--- config.mk ---
export PLATFORM = sky130hd
export DESIGN_NAME = rx_ep_ctrl
export DESIGN_NICKNAME = d
export VERILOG_FILES = /design/src/rtl/rx_ep_pkg.sv /design/src/rtl/rx_ep_timer_if.sv /design/src/rtl/rx_ep_timer.sv /design/src/rtl/rx_ep_ctrl.sv
export SDC_FILE = /design/constraint.sdc
export NUM_CORES = 1
export LEC_CHECK = 0
export BUFFER_PORTS_ARGS = -buffer_cell sky130_fd_sc_hd__buf_2
export CELL_PAD_IN_SITES_DETAIL_PLACEMENT = 0
export CELL_PAD_IN_SITES_GLOBAL_PLACEMENT = 2
export CORE_ASPECT_RATIO = 1.75
export CORE_MARGIN = 2
export CORE_UTILIZATION = 37
export CTS_BUF_LIST = sky130_fd_sc_hd__clkbuf_4 sky130_fd_sc_hd__clkbuf_8 sky130_fd_sc_hd__clkbuf_16
export CTS_CLUSTER_DIAMETER = 120
export DETAILED_ROUTE_END_ITERATION = 16
export GPL_TIMING_DRIVEN = 0
export HOLD_SLACK_MARGIN = 0.03
export PLACE_DENSITY = 0.83
export SKIP_CTS_REPAIR_TIMING = 1
export SLEW_MARGIN = 25
export SYNTH_ARGS = -nofsm -noshare
export SYNTH_HDL_FRONTEND = slang
export SYNTH_HIERARCHICAL = 1
export SYNTH_SLANG_ARGS = --single-unit
--- constraint.sdc ---
create_clock -name clk_sys -period 6.6 [get_ports clk_sys]
set_input_delay 0 -clock clk_sys [delete_from_list [all_inputs] [get_ports clk_sys]]
set_output_delay 0 -clock clk_sys [all_outputs]
set_load 0.02 [all_outputs]
--- src/rtl/rx_ep_pkg.sv ---
/*
 * constants shared by the receive endpoint control block: register map,
 * field positions, reset values and retry counts.
 * assumes a 16-bit register port with 4-byte-aligned byte addresses.
 */
package rx_ep_pkg;
   localparam int NUM_EP = 3;
   localparam int ADDR_W = 8;
   localparam int DATA_W = 16;
   localparam int PAYLOAD_W = 11;
   localparam int UNLOAD_W = 14;

   // register map: endpoint n at n * 0x10, three words each
   localparam logic [ADDR_W-1:0] OFS_EP_STRIDE = 8'h10;
   localparam logic [1:0] REG_MAX_PAYLOAD = 2'h0;
   localparam logic [1:0] REG_CTRL_LOW = 2'h1;
   localparam logic [1:0] REG_CTRL_HIGH = 2'h2;

   // low control/status bits
   localparam int LOW_CLEAR_TOGGLE = 7;
   localparam int LOW_STALLED = 6;
   localparam int LOW_REQUEST = 5;
   localparam int LOW_SEND_STALL = 5;
   localparam int LOW_FLUSH = 4;
   localparam int LOW_NAK_TIMEOUT = 3;
   localparam int LOW_FAULT = 2;
   localparam int LOW_FULL = 1;
   localparam int LOW_READY = 0;

   // high control/status bits
   localparam int HIGH_AUTO_CLEAR = 7;
   localparam int HIGH_AUTO_REQUEST = 6;
   localparam int HIGH_DMA_ENABLE = 5;
   localparam int HIGH_DMA_MODE = 3;
   localparam int HIGH_TOGGLE_WE = 2;
   localparam int HIGH_TOGGLE = 1;

   // reset values
   localparam logic [PAYLOAD_W-1:0] RST_MAX_PAYLOAD = 11'h000;
   localparam logic [7:0] RST_CTRL = 8'h00;

   // failed IN attempts before the fault flag is raised
   localparam logic [1:0] ATTEMPT_LIMIT = 2'h3;
   // range of nak limit codes that enable the timeout
   localparam logic [7:0] NAK_CODE_MIN = 8'h02;
   localparam logic [7:0] NAK_CODE_MAX = 8'h10;
endpackage

--- src/rtl/rx_ep_timer_if.sv ---
/*
 * bundle between the endpoint register logic and one retry/timeout timer.
 * assumes both ends run on the same clock.
 */
`timescale 1ns/1ps
interface rx_ep_timer_if;
   logic nak_seen;
   logic data_ok;
   logic attempt_fail;
   logic frame_tick;
   logic [7:0] nak_code;
   logic armed;
   logic restart;
   logic nak_expired;
   logic attempts_expired;

   modport ctrl (output nak_seen, data_ok, attempt_fail, frame_tick, nak_code, armed, restart,
                 input nak_expired, attempts_expired);
   modport timer (input nak_seen, data_ok, attempt_fail, frame_tick, nak_code, armed, restart,
                  output nak_expired, attempts_expired);
endinterface

--- src/rtl/rx_ep_timer.sv ---
/*
 * per-endpoint timer: counts frames of persisting nak answers against the
 * programmed limit, and failed IN attempts against the attempt limit.
 * assumes single-cycle event pulses from link logic on the same clock.
 */
`timescale 1ns/1ps
module rx_ep_timer
   import rx_ep_pkg::*;
(
   input wire logic clk_sys,
   input wire logic rst,
   rx_ep_timer_if.timer tif
);
   logic nak_active;
   logic [15:0] frame_count;
   logic [1:0] attempts;
   logic [15:0] nak_frames;
   logic nak_enabled;
   logic nak_hit;
   logic attempt_hit;

   // limit is 2^(code-1) frames; codes 0, 1 and above 16 switch the timeout off
   assign nak_enabled = (tif.nak_code >= NAK_CODE_MIN) && (tif.nak_code <= NAK_CODE_MAX);
   assign nak_frames = nak_enabled ? (16'h0001 << (tif.nak_code[4:0] - 5'h01)) : 16'h0000;
   assign nak_hit = tif.armed && nak_enabled && nak_active && tif.frame_tick
                    && (frame_count + 16'h0001 >= nak_frames);
   assign attempt_hit = tif.armed && tif.attempt_fail && (attempts == ATTEMPT_LIMIT - 2'h1);

   // any data packet or a software restart ends the nak streak and attempt run
   always_ff @(posedge clk_sys) begin
      if (rst || tif.data_ok || tif.restart || nak_hit) begin
         nak_active <= 1'b0;
         frame_count <= 16'h0000;
      end else begin
         if (tif.nak_seen) begin
            nak_active <= 1'b1;
         end
         if (nak_active && tif.frame_tick) begin
            frame_count <= frame_count + 16'h0001;
         end
      end
   end

   always_ff @(posedge clk_sys) begin
      if (rst || tif.data_ok || tif.restart || attempt_hit) begin
         attempts <= 2'h0;
      end else if (tif.armed && tif.attempt_fail) begin
         attempts <= attempts + 2'h1;
      end
   end

   always_ff @(posedge clk_sys) begin
      if (rst) begin
         tif.nak_expired <= 1'b0;
         tif.attempts_expired <= 1'b0;
      end else begin
         tif.nak_expired <= nak_hit;
         tif.attempts_expired <= attempt_hit;
      end
   end
endmodule

--- src/rtl/rx_ep_ctrl.sv ---
/*
 * receive endpoint 1..3 control: payload limit, low and high control/status
 * registers, request, stall, flush, toggle, auto-clear, auto-request and dma.
 * assumes link events arrive as one-cycle pulses on clk_sys, one bit per
 * endpoint (bit 0 = endpoint 1), and a register master that never waits.
 */
`timescale 1ns/1ps
module rx_ep_ctrl
   import rx_ep_pkg::*;
#(
   parameter int EPS = NUM_EP
)
(
   input wire logic clk_sys,
   input wire logic rst,
   // register port
   input wire logic [ADDR_W-1:0] reg_addr,
   input wire logic [DATA_W-1:0] reg_wdata,
   input wire logic reg_write,
   input wire logic reg_read,
   output logic [DATA_W-1:0] reg_rdata,
   // mode and link events
   input wire logic host_mode,
   input wire logic frame_tick,
   input wire logic [EPS-1:0] ep_bulk,
   input wire logic [EPS-1:0] ep_bulk_or_int,
   input wire logic [EPS*8-1:0] nak_limit,
   input wire logic [EPS-1:0] ev_packet_rx,
   input wire logic [EPS-1:0] ev_short_packet,
   input wire logic [EPS-1:0] ev_toggle_flip,
   input wire logic [EPS-1:0] ev_stall_rx,
   input wire logic [EPS-1:0] ev_stall_tx,
   input wire logic [EPS-1:0] ev_nak_rx,
   input wire logic [EPS-1:0] ev_attempt_fail,
   input wire logic [EPS-1:0] ev_dma_done,
   input wire logic [EPS-1:0] fifo_full,
   input wire logic [EPS-1:0] fifo_read,
   input wire logic [2:0] fifo_read_bytes,
   // outputs to link, fifo and dma
   output logic [EPS-1:0] request_in_packet,
   output logic [EPS-1:0] send_stall,
   output logic [EPS-1:0] fifo_flush,
   output logic [EPS-1:0] data_toggle_bit,
   output logic [EPS-1:0] dma_request,
   output logic [EPS-1:0] endpoint_irq_flag
);
   // stored per-endpoint state, plus the combinational next read data
   logic [PAYLOAD_W-1:0] max_payload_bytes [EPS];
   logic [EPS-1:0] stalled;
   logic [EPS-1:0] request_bit;
   logic [EPS-1:0] stall_bit;
   logic [EPS-1:0] nak_timeout_flag;
   logic [EPS-1:0] data_fault;
   logic [EPS-1:0] rx_packet_ready;
   logic [EPS-1:0] auto_clear_ready;
   logic [EPS-1:0] auto_request;
   logic [EPS-1:0] dma_request_enable;
   logic [EPS-1:0] dma_interrupt_mode;
   logic [EPS-1:0] toggle;
   logic [UNLOAD_W-1:0] unloaded [EPS];
   logic [DATA_W-1:0] next_rdata;

   // address decode
   logic [1:0] sel_ep;
   logic [1:0] sel_reg;
   logic addr_ok;
   logic [EPS-1:0] wr_payload;
   logic [EPS-1:0] wr_low;
   logic [EPS-1:0] wr_high;

   // per-endpoint combinational terms
   logic [EPS-1:0] w_clear_toggle;
   logic [EPS-1:0] w_flush;
   logic [EPS-1:0] w_toggle_load;
   logic [EPS-1:0] ready_clear;
   logic [EPS-1:0] ready_fall;
   logic [EPS-1:0] full_unload;
   logic [EPS-1:0] next_ready;
   logic [EPS-1:0] nak_expired;
   logic [EPS-1:0] attempts_expired;
   logic [EPS-1:0] irq_cause;

   // endpoint n lives at n * stride; endpoint 0 and word 3 are unmapped
   function automatic logic hit(input logic [1:0] ep, input logic [1:0] rg, input int n,
                                input logic [1:0] want);
      hit = (ep == 2'(n + 1)) && (rg == want);
   endfunction

   assign sel_ep = reg_addr[5:4];
   assign sel_reg = reg_addr[3:2];
   assign addr_ok = (reg_addr[7:6] == 2'h0) && (reg_addr[1:0] == 2'h0)
                    && (sel_ep != 2'h0) && (sel_reg != 2'h3);

   genvar n;
   generate
      for (n = 0; n < EPS; n++) begin : g_ep
         rx_ep_timer_if tif ();

         // write strobes for this endpoint's three registers
         assign wr_payload[n] = reg_write && addr_ok && hit(sel_ep, sel_reg, n, REG_MAX_PAYLOAD);
         assign wr_low[n] = reg_write && addr_ok && hit(sel_ep, sel_reg, n, REG_CTRL_LOW);
         assign wr_high[n] = reg_write && addr_ok && hit(sel_ep, sel_reg, n, REG_CTRL_HIGH);

         assign w_clear_toggle[n] = wr_low[n] && reg_wdata[LOW_CLEAR_TOGGLE];
         assign w_flush[n] = wr_low[n] && reg_wdata[LOW_FLUSH];
         // the enable is only meaningful in the same write, so it never reads back set
         assign w_toggle_load[n] = wr_high[n] && reg_wdata[HIGH_TOGGLE_WE];

         // dma unloads whole 4-byte chunks, so the count may overshoot the payload
         assign full_unload[n] = fifo_read[n] && (max_payload_bytes[n] != 11'h000)
                                 && ((unloaded[n] + UNLOAD_W'(fifo_read_bytes))
                                     >= UNLOAD_W'(max_payload_bytes[n]));
         assign ready_clear[n] = (wr_low[n] && !reg_wdata[LOW_READY]) || w_flush[n]
                                 || (full_unload[n] && auto_clear_ready[n]);
         // a new packet in the same cycle keeps ready set
         assign next_ready[n] = ev_packet_rx[n] | (rx_packet_ready[n] & ~ready_clear[n]);
         assign ready_fall[n] = rx_packet_ready[n] && !next_ready[n];

         // timer hookup: armed only for host bulk/interrupt while not halted
         assign tif.nak_seen = ev_nak_rx[n];
         assign tif.data_ok = ev_packet_rx[n];
         assign tif.attempt_fail = ev_attempt_fail[n];
         assign tif.frame_tick = frame_tick;
         assign tif.nak_code = ep_bulk[n] ? nak_limit[n*8 +: 8] : 8'h00;
         assign tif.armed = host_mode && ep_bulk_or_int[n] && !nak_timeout_flag[n];
         assign tif.restart = wr_low[n] && !reg_wdata[LOW_NAK_TIMEOUT];
         assign nak_expired[n] = tif.nak_expired;
         assign attempts_expired[n] = tif.attempts_expired;

         rx_ep_timer u_timer (
            .clk_sys(clk_sys),
            .rst(rst),
            .tif(tif)
         );

         // interrupt causes; with dma in whole-transfer mode packets stay quiet
         assign irq_cause[n] = (ev_packet_rx[n]
                                && !(dma_request_enable[n] && dma_interrupt_mode[n]))
                               || (host_mode && ev_stall_rx[n])
                               || attempts_expired[n]
                               || (ev_dma_done[n] && dma_request_enable[n]
                                   && dma_interrupt_mode[n]);

         // payload register: only eleven bits are stored
         always_ff @(posedge clk_sys) begin
            if (rst) begin
               max_payload_bytes[n] <= RST_MAX_PAYLOAD;
            end else if (wr_payload[n]) begin
               max_payload_bytes[n] <= reg_wdata[PAYLOAD_W-1:0];
            end
         end

         // sticky status flags; software clears by writing zero, hardware set wins
         always_ff @(posedge clk_sys) begin
            if (rst) begin
               stalled[n] <= 1'b0;
               nak_timeout_flag[n] <= 1'b0;
               data_fault[n] <= 1'b0;
               rx_packet_ready[n] <= 1'b0;
            end else begin
               stalled[n] <= (host_mode ? ev_stall_rx[n] : ev_stall_tx[n])
                             | (stalled[n] & ~(wr_low[n] & ~reg_wdata[LOW_STALLED]));
               nak_timeout_flag[n] <= nak_expired[n]
                                      | (nak_timeout_flag[n] & ~tif.restart);
               data_fault[n] <= attempts_expired[n]
                                | (data_fault[n] & ~(wr_low[n] & ~reg_wdata[LOW_FAULT]));
               rx_packet_ready[n] <= next_ready[n];
            end
         end

         // request bit in host mode, send-stall bit in device mode
         always_ff @(posedge clk_sys) begin
            if (rst) begin
               request_bit[n] <= 1'b0;
               stall_bit[n] <= 1'b0;
            end else begin
               if (ev_packet_rx[n]) begin
                  request_bit[n] <= 1'b0;
               end else if (wr_low[n] && host_mode) begin
                  request_bit[n] <= reg_wdata[LOW_REQUEST];
               end else if (ready_fall[n] && auto_request[n] && host_mode) begin
                  request_bit[n] <= 1'b1;
               end
               if (wr_low[n] && !host_mode) begin
                  stall_bit[n] <= reg_wdata[LOW_SEND_STALL];
               end
            end
         end

         // high register controls; a short packet cancels auto-request
         always_ff @(posedge clk_sys) begin
            if (rst) begin
               auto_clear_ready[n] <= 1'b0;
               auto_request[n] <= 1'b0;
               dma_request_enable[n] <= 1'b0;
               dma_interrupt_mode[n] <= 1'b0;
            end else begin
               if (wr_high[n]) begin
                  auto_clear_ready[n] <= reg_wdata[HIGH_AUTO_CLEAR];
                  dma_request_enable[n] <= reg_wdata[HIGH_DMA_ENABLE];
                  dma_interrupt_mode[n] <= reg_wdata[HIGH_DMA_MODE];
               end
               if (ev_short_packet[n]) begin
                  auto_request[n] <= 1'b0;
               end else if (wr_high[n]) begin
                  auto_request[n] <= reg_wdata[HIGH_AUTO_REQUEST];
               end
            end
         end

         // data toggle: software clear and guarded load take precedence over the link
         always_ff @(posedge clk_sys) begin
            if (rst) begin
               toggle[n] <= 1'b0;
            end else if (w_clear_toggle[n]) begin
               toggle[n] <= 1'b0;
            end else if (w_toggle_load[n]) begin
               toggle[n] <= reg_wdata[HIGH_TOGGLE];
            end else if (ev_toggle_flip[n]) begin
               toggle[n] <= ~toggle[n];
            end
         end

         // bytes unloaded from the current packet; restarts whenever ready drops
         always_ff @(posedge clk_sys) begin
            if (rst || !next_ready[n] || full_unload[n]) begin
               unloaded[n] <= '0;
            end else if (fifo_read[n]) begin
               unloaded[n] <= unloaded[n] + UNLOAD_W'(fifo_read_bytes);
            end
         end

         // the toggle flop drives the pin directly, so a change shows one cycle after its cause
         assign data_toggle_bit[n] = toggle[n];

         // registered outputs; a halted endpoint issues no further requests
         always_ff @(posedge clk_sys) begin
            if (rst) begin
               request_in_packet[n] <= 1'b0;
               send_stall[n] <= 1'b0;
               fifo_flush[n] <= 1'b0;
               dma_request[n] <= 1'b0;
               endpoint_irq_flag[n] <= 1'b0;
            end else begin
               request_in_packet[n] <= host_mode && request_bit[n]
                                       && !nak_timeout_flag[n];
               send_stall[n] <= !host_mode && stall_bit[n];
               fifo_flush[n] <= w_flush[n];
               dma_request[n] <= dma_request_enable[n] && rx_packet_ready[n];
               endpoint_irq_flag[n] <= irq_cause[n];
            end
         end
      end
   endgenerate

   // read mux; the low register shows host or device fields by mode
   logic [7:0] low_view;
   logic [7:0] high_view;
   logic [PAYLOAD_W-1:0] payload_view;
   logic [1:0] ep_idx;

   assign ep_idx = (sel_ep == 2'h0) ? 2'h0 : sel_ep - 2'h1;
   assign payload_view = max_payload_bytes[ep_idx];
   assign low_view = {1'b0, stalled[ep_idx],
                      host_mode ? request_bit[ep_idx] : stall_bit[ep_idx],
                      1'b0,
                      host_mode & nak_timeout_flag[ep_idx],
                      host_mode & data_fault[ep_idx],
                      fifo_full[ep_idx],
                      rx_packet_ready[ep_idx]};
   assign high_view = {auto_clear_ready[ep_idx],
                       host_mode & auto_request[ep_idx],
                       dma_request_enable[ep_idx], 1'b0,
                       dma_interrupt_mode[ep_idx], 1'b0,
                       toggle[ep_idx], 1'b0};

   always_comb begin
      next_rdata = 16'h0000;
      if (reg_read && addr_ok) begin
         unique case (sel_reg)
            REG_MAX_PAYLOAD: next_rdata = {5'h00, payload_view};
            REG_CTRL_LOW: next_rdata = {8'h00, low_view};
            default: next_rdata = {8'h00, high_view};
         endcase
      end
   end

   // read data stands only in the cycle after the read strobe
   always_ff @(posedge clk_sys) begin
      if (rst) begin
         reg_rdata <= 16'h0000;
      end else begin
         reg_rdata <= next_rdata;
      end
   end
endmodule

; Yosys cells after proc, flatten, opt, wreduce, memory -nomap -nowiden
; Memory sizes are Yosys's and may differ from the RTL's.
; Cells that the tools add are included.
[totals]
regBits = 127
mem_bits_rw = 75
input_bits = 93
wordCells = 429
n_memories = 2
[op_classes]
add_sub_neg = 13
magnitude_cmp = 13
n_eq_ne = 9
shift = 3
muxes = 80
bitwise = 57
n_reduce_logical = 188
[memory_table]
columns = memory, depth, width, rd, rd_ports_with_merged_regs, write_ports, line_no
row1 = unloaded, 3, 14, 3, 0, 3, rx_ep_ctrl.sv:60  ; logic [UNLOAD_W-1:0] unloaded [EPS];
row2 = max_payload_bytes, 3, 11, 4, 0, 3, rx_ep_ctrl.sv:48  ; logic [PAYLOAD_W-1:0] max_payload_bytes [EPS];
[ops]
columns = cell, n
row1 = $logic_and A1 B1 Y1, 119
row2 = $mux W1, 54
row3 = $add A16 B1 Y16 const B, 3
row4 = $ge A16 B16 Y1, 3
row5 = $mux W16, 3
row6 = $shl A1 B5 Y16 const A, 3
row7 = $add A14 B3 Y14, 3
row8 = $ge A14 B11 Y1, 3
row9 = $mux W14, 3
row10 = $logic_or A1 B1 Y1, 33
row11 = $mux W11, 3
row12 = $reduce_bool A11 Y1, 3
row13 = $bmux W1 S2, 12
row14 = $ge A8 B2 Y1 const B, 3
row15 = $le A8 B5 Y1 const B, 3
row16 = $mux W8, 3
row17 = $pmux W11 S2, 1
row18 = $and A1 B1 Y1, 21
row19 = $reduce_or A2 Y1, 10
row20 = $not A1 Y1, 18
row21 = $or A1 B1 Y1, 18
row22 = $sub A5 B1 Y5 const B, 3
row23 = $reduce_bool A2 Y1, 7
row24 = $eq A2 B2 Y1 const B, 6
row25 = 8 further kinds, 25

; Depth between registers and ports, before layout
[logic_depth]
ltp_word = 18
ltp_mapped = 15

; Hierarchy
; Netlist, hierarchy kept.
[by_module_without_submodules]
columns = mod, n_inst, cells_per_inst, area_per_inst_um2
row1 = rx_ep_ctrl, 1, 815, 7840.0
row2 = rx_ep_timer at g_ep[0].u_timer ..., 2, 209, 1627.8
row3 = rx_ep_timer at g_ep[2].u_timer, 1, 199, 1701.6

; Worst setup path after synthesis
; OpenSTA, ideal clock, no wires.
[synth_timing]
kind = register -> register
start = memory unloaded[2][2]
end = memory unloaded[2][12] (data pin)
setup_ps = 266
arrival_ps = 2894
t_required_ps = 6334
path_slack_ps = 3440
path_stages_with_launch = 15
path_cell_list = edfxtp_1 -> ha_1 -> a21oi_1 -> and2_1 -> nor2_1 -> and3_2 -> xor2_1 -> ha_1 -> nand3_1 -> a211oi_1 -> o41ai_2 -> a41oi_4 -> or2_1 -> buf_6 -> nor2_1
[synth_lines]
columns = item, line_no
row1 = start: declaration, rx_ep_ctrl.sv:60

==> run_results.csv <==
group,metric,value,unit
run_status,outcome,"completed",
timing,setup_tns,0,ps
drt,drt_iter0_markers,491,
cts,cts_buffer_depth,2,
global_route,antenna_found_initial,2,
timing,finalCritPeriodShare,0.6005,
global_route,grt_max_degree,20,
worst_setup_path,critPathLaunchType,"register",
timing,rsz0062_at_grt,"false",
die,core_region_area,34230,µm²
power,total_power,2755,µW
placed_design,hpwl,29840,µm
worst_setup_path,path_max_fanout,6,
cts,cts_buffers,17,
drt,route.detailed.drc,0,
synthesis,synth_area,12800,µm²
die,rows,90,
placed_design,post_dp_cell_area,13940,µm²
placed_design,globalplace.congestion,0.8788,
layout,final_cells,2083,
die,io_pins,127,
timing,worst_pin_slew,753.0,ps
global_route,track_usage,0.2098,
die,die_area,36150,µm²
drt,dr.pass1.iters,4,
worst_setup_path,worstSetupPathType,"reg2reg",
placed_design,dp_slack,2854,ps
layout,layout_common_cells,"nand2_1 (156), nor2_1 (137), buf_2 (127)",
worst_hold_path,worstHoldStart,"reg_wdata[6]",
synthesis,synth_top_area_share,0.1908,
power,p_seq_frac,0.483,
worst_setup_path,cp.arrival,4370,ps
synthesis,synth.area.top_cells,"dfxtp_1 (19%), edfxtp_1 (18%), ha_1 (9.4%), xnor2_1 (4.7%), nand2_1 (4.6%)",
global_route,gr-total-overflow,0,
synthesis,synth_ff_type,"dfxtp_1",
synthesis,synth-compound-area-share,0.09396,
synthesis,syn_inst,1432,
worst_setup_path,critPathCaptureType,"register",
synthesis,synth_top_family_by_area,"simple AND/OR/NAND/NOR gates",
cts,cts_tree,"built",
power,internal_power,1980,µW
synthesis,synth_xor_area_frac,0.08760,
drt,antenna_left,0,
timing,hold_violations,0,
cts,htreeDepth,4,
power,power.leakage,0.006050,µW
layout,n_fill_cell,3542,
synthesis,yosysSeqAreaShare,0.3668,
cts,worstSkewPairLatency,460,ps
placed_design,dp_cells,2007,
synthesis,async_flop_share,0,
die,die_h,250.0,µm
synthesis,ys_types,85,
global_route,grt_busiest_layer,"met2",
timing,skew,11.03,ps
drt,via_per_inst,5.147,
cts,cts-root-buf,"clkbuf_16",
synthesis,synth_top_area_cell,"dfxtp_1",
power,max-vdd-ir-drop,0.1865,mV
worst_setup_path,r2r_start,"unloaded[2][0]",
synthesis,yosys.area_share.simple,0.2731,
timing,fin_crit,3963,ps
timing,max_freq,252.3,MHz
power,combPwrFrac,0.133,
worst_setup_path,setup.worst_path.start,"unloaded[2][0]",
synthesis,synth_edf_count,75,
cts,cts.sink_count,197,
power,p_switching,775.1,µW
global_route,grtUsageMet1,0.2146,
synthesis,ys.warnings.count,6,
worst_hold_path,holdCritPathClass,"in2reg",
synthesis,postSynthAreaPerCell,8.937,µm²
layout,mostFrequentLayoutCell,"nand2_1",
global_route,grt_pass1_wl,57310,µm
power,clockPowerShare,0.384,
synthesis,synth_fa_ha_area_frac,0.09855,
layout,nets,1802,
layout,drive_above_1_share,0.1356,
global_route,grt_pass1_vias,10750,
layout,final_area,14980,µm²
cts,clk_pin_slew,80,ps
power,swShare,0.2813,
drt,totalWireLength,37220,µm
timing,finalSetupViolCount,0,
die,start_util,0.3738,
worst_setup_path,critPathRequiredTime,7010,ps
placed_design,io_buffers,111,
timing,layout_setup_ws,2637,ps
die,die_w,144.6,µm
flow_run,cap_violations,0,
layout,area_growth,17.07,%
synthesis,ys_ff_latch,197,
power,power_density,183.9,nW/µm²
timing,slew_headroom,0.4980,
synthesis,synthMuxAreaShare,0.03754,
drt,wl_per_cell,17.87,µm
global_route,grt_util_met3,0.03396,
layout,diodes,0,
global_route,grtUsageMet2,0.3911,
drt,vias,10720,
timing,drv_slew,0,
## power by group through the flow
stage | registers (µW) | clock network (µW) | logic [µW]
final | 1330 | 1060 | 366
after global placement | 1360 | 0 | 343
after detailed placement | 1360 | 0 | 347
after global routing | 1340 | 1130 | 409
after floorplan | 1350 | 0 | 222
after CTS | 1330 | 1090 | 349
## area by class of cell
class,count,area (µm²),share of cell area
plain buffers,56,284.0,0.01896
flip-flops and latches,197,4695,0.3133
inverters,65,244.0,0.01629
repair buffers,155,996.0,0.06648
clock inverters,15,172.7,0.01152
well taps,460,575.6,0.03842
multi-input cells,1118,7590,0.5066
clock buffers,17,425.4,0.02839
## per-stage QoR
| stage | hold WS (ps) | utilization |
|---|---|---|
| finish | 28.93 | 0.4376 |
| global route | 35.52 | 0.4376 |
| detailed placement | 205.8 | 0.4073 |
| global placement | 198.4 | 0.4073 |
| CTS | -282.3 | 0.4248 |
| floorplan | 71.61 | - |
## synthesized netlist by cell type, drive strengths merged, types with 3 or more instances
master / n
o21ai: 36
or3: 10
xnor2: 69
and4: 7
o311a: 3
nor2b: 25
and3: 13
inv: 65
o2111ai: 4
nand2: 156
conb: 4
dfxtp: 122
nand4: 23
and2: 66
nor2: 139
edfxtp: 75
clkbuf: 27
a31oi: 9
a21o: 3
and3b: 4
mux2i: 42
ha: 96
buf: 29
nor3b: 18
nand2b: 17
a21oi: 69
a211oi: 23
nand3b: 4
xor2: 59
nor4: 15
nand3: 50
a2111oi: 5
or2: 3
or4: 3
nor3: 103
fa: 3
nand4bb: 3
## routing by layer
layer / part of all wire / routed length (µm)
met5: 0.00073 / 27
met4: 0.057 / 2137
met3: 0.028 / 1047
met2: 0.54 / 19980
met1: 0.38 / 14030
## state kept, by name, indices dropped and copies added (netlist names), 6 cells and up
register,flops
g_ep.u_timer/attempts,6
g_ep.u_timer/frame_count,48
max_payload_bytes,33
reg_rdata,11
unloaded,42
## path summary, 6_finish.rpt
path,to,slack (ps),cells past startpoint
worst min-delay path,stalled[2],30,3
worst max register to register,request_bit[2],2640,15
worst min register to register,nak_timeout_flag[2],430,2
worst max-delay path,request_bit[2],2640,15
## worst max-delay path, cell delays in order (launching register included)
cell,delay (ps)
edfxtp_1,340
ha_1,160
inv_1,50
fa_1,420
nand2b_2,230
a21oi_1,280
nand4_1,160
xnor2_1,180
ha_1,310
nand3_1,110
a211oi_1,240
o41ai_2,150
a41oi_4,360
nand4b_1,190
o32ai_1,150
dlygate4sd3_1,580
## kinds of logic after synthesis
kind of cell,count (synthesis)
compound gates,176
other cells,4
simple gates,662
fa+ha+maj,99
mux,45
xor+xnor,128
buf+inv,121
flops,197
Power figures use the tool's default switching activity.
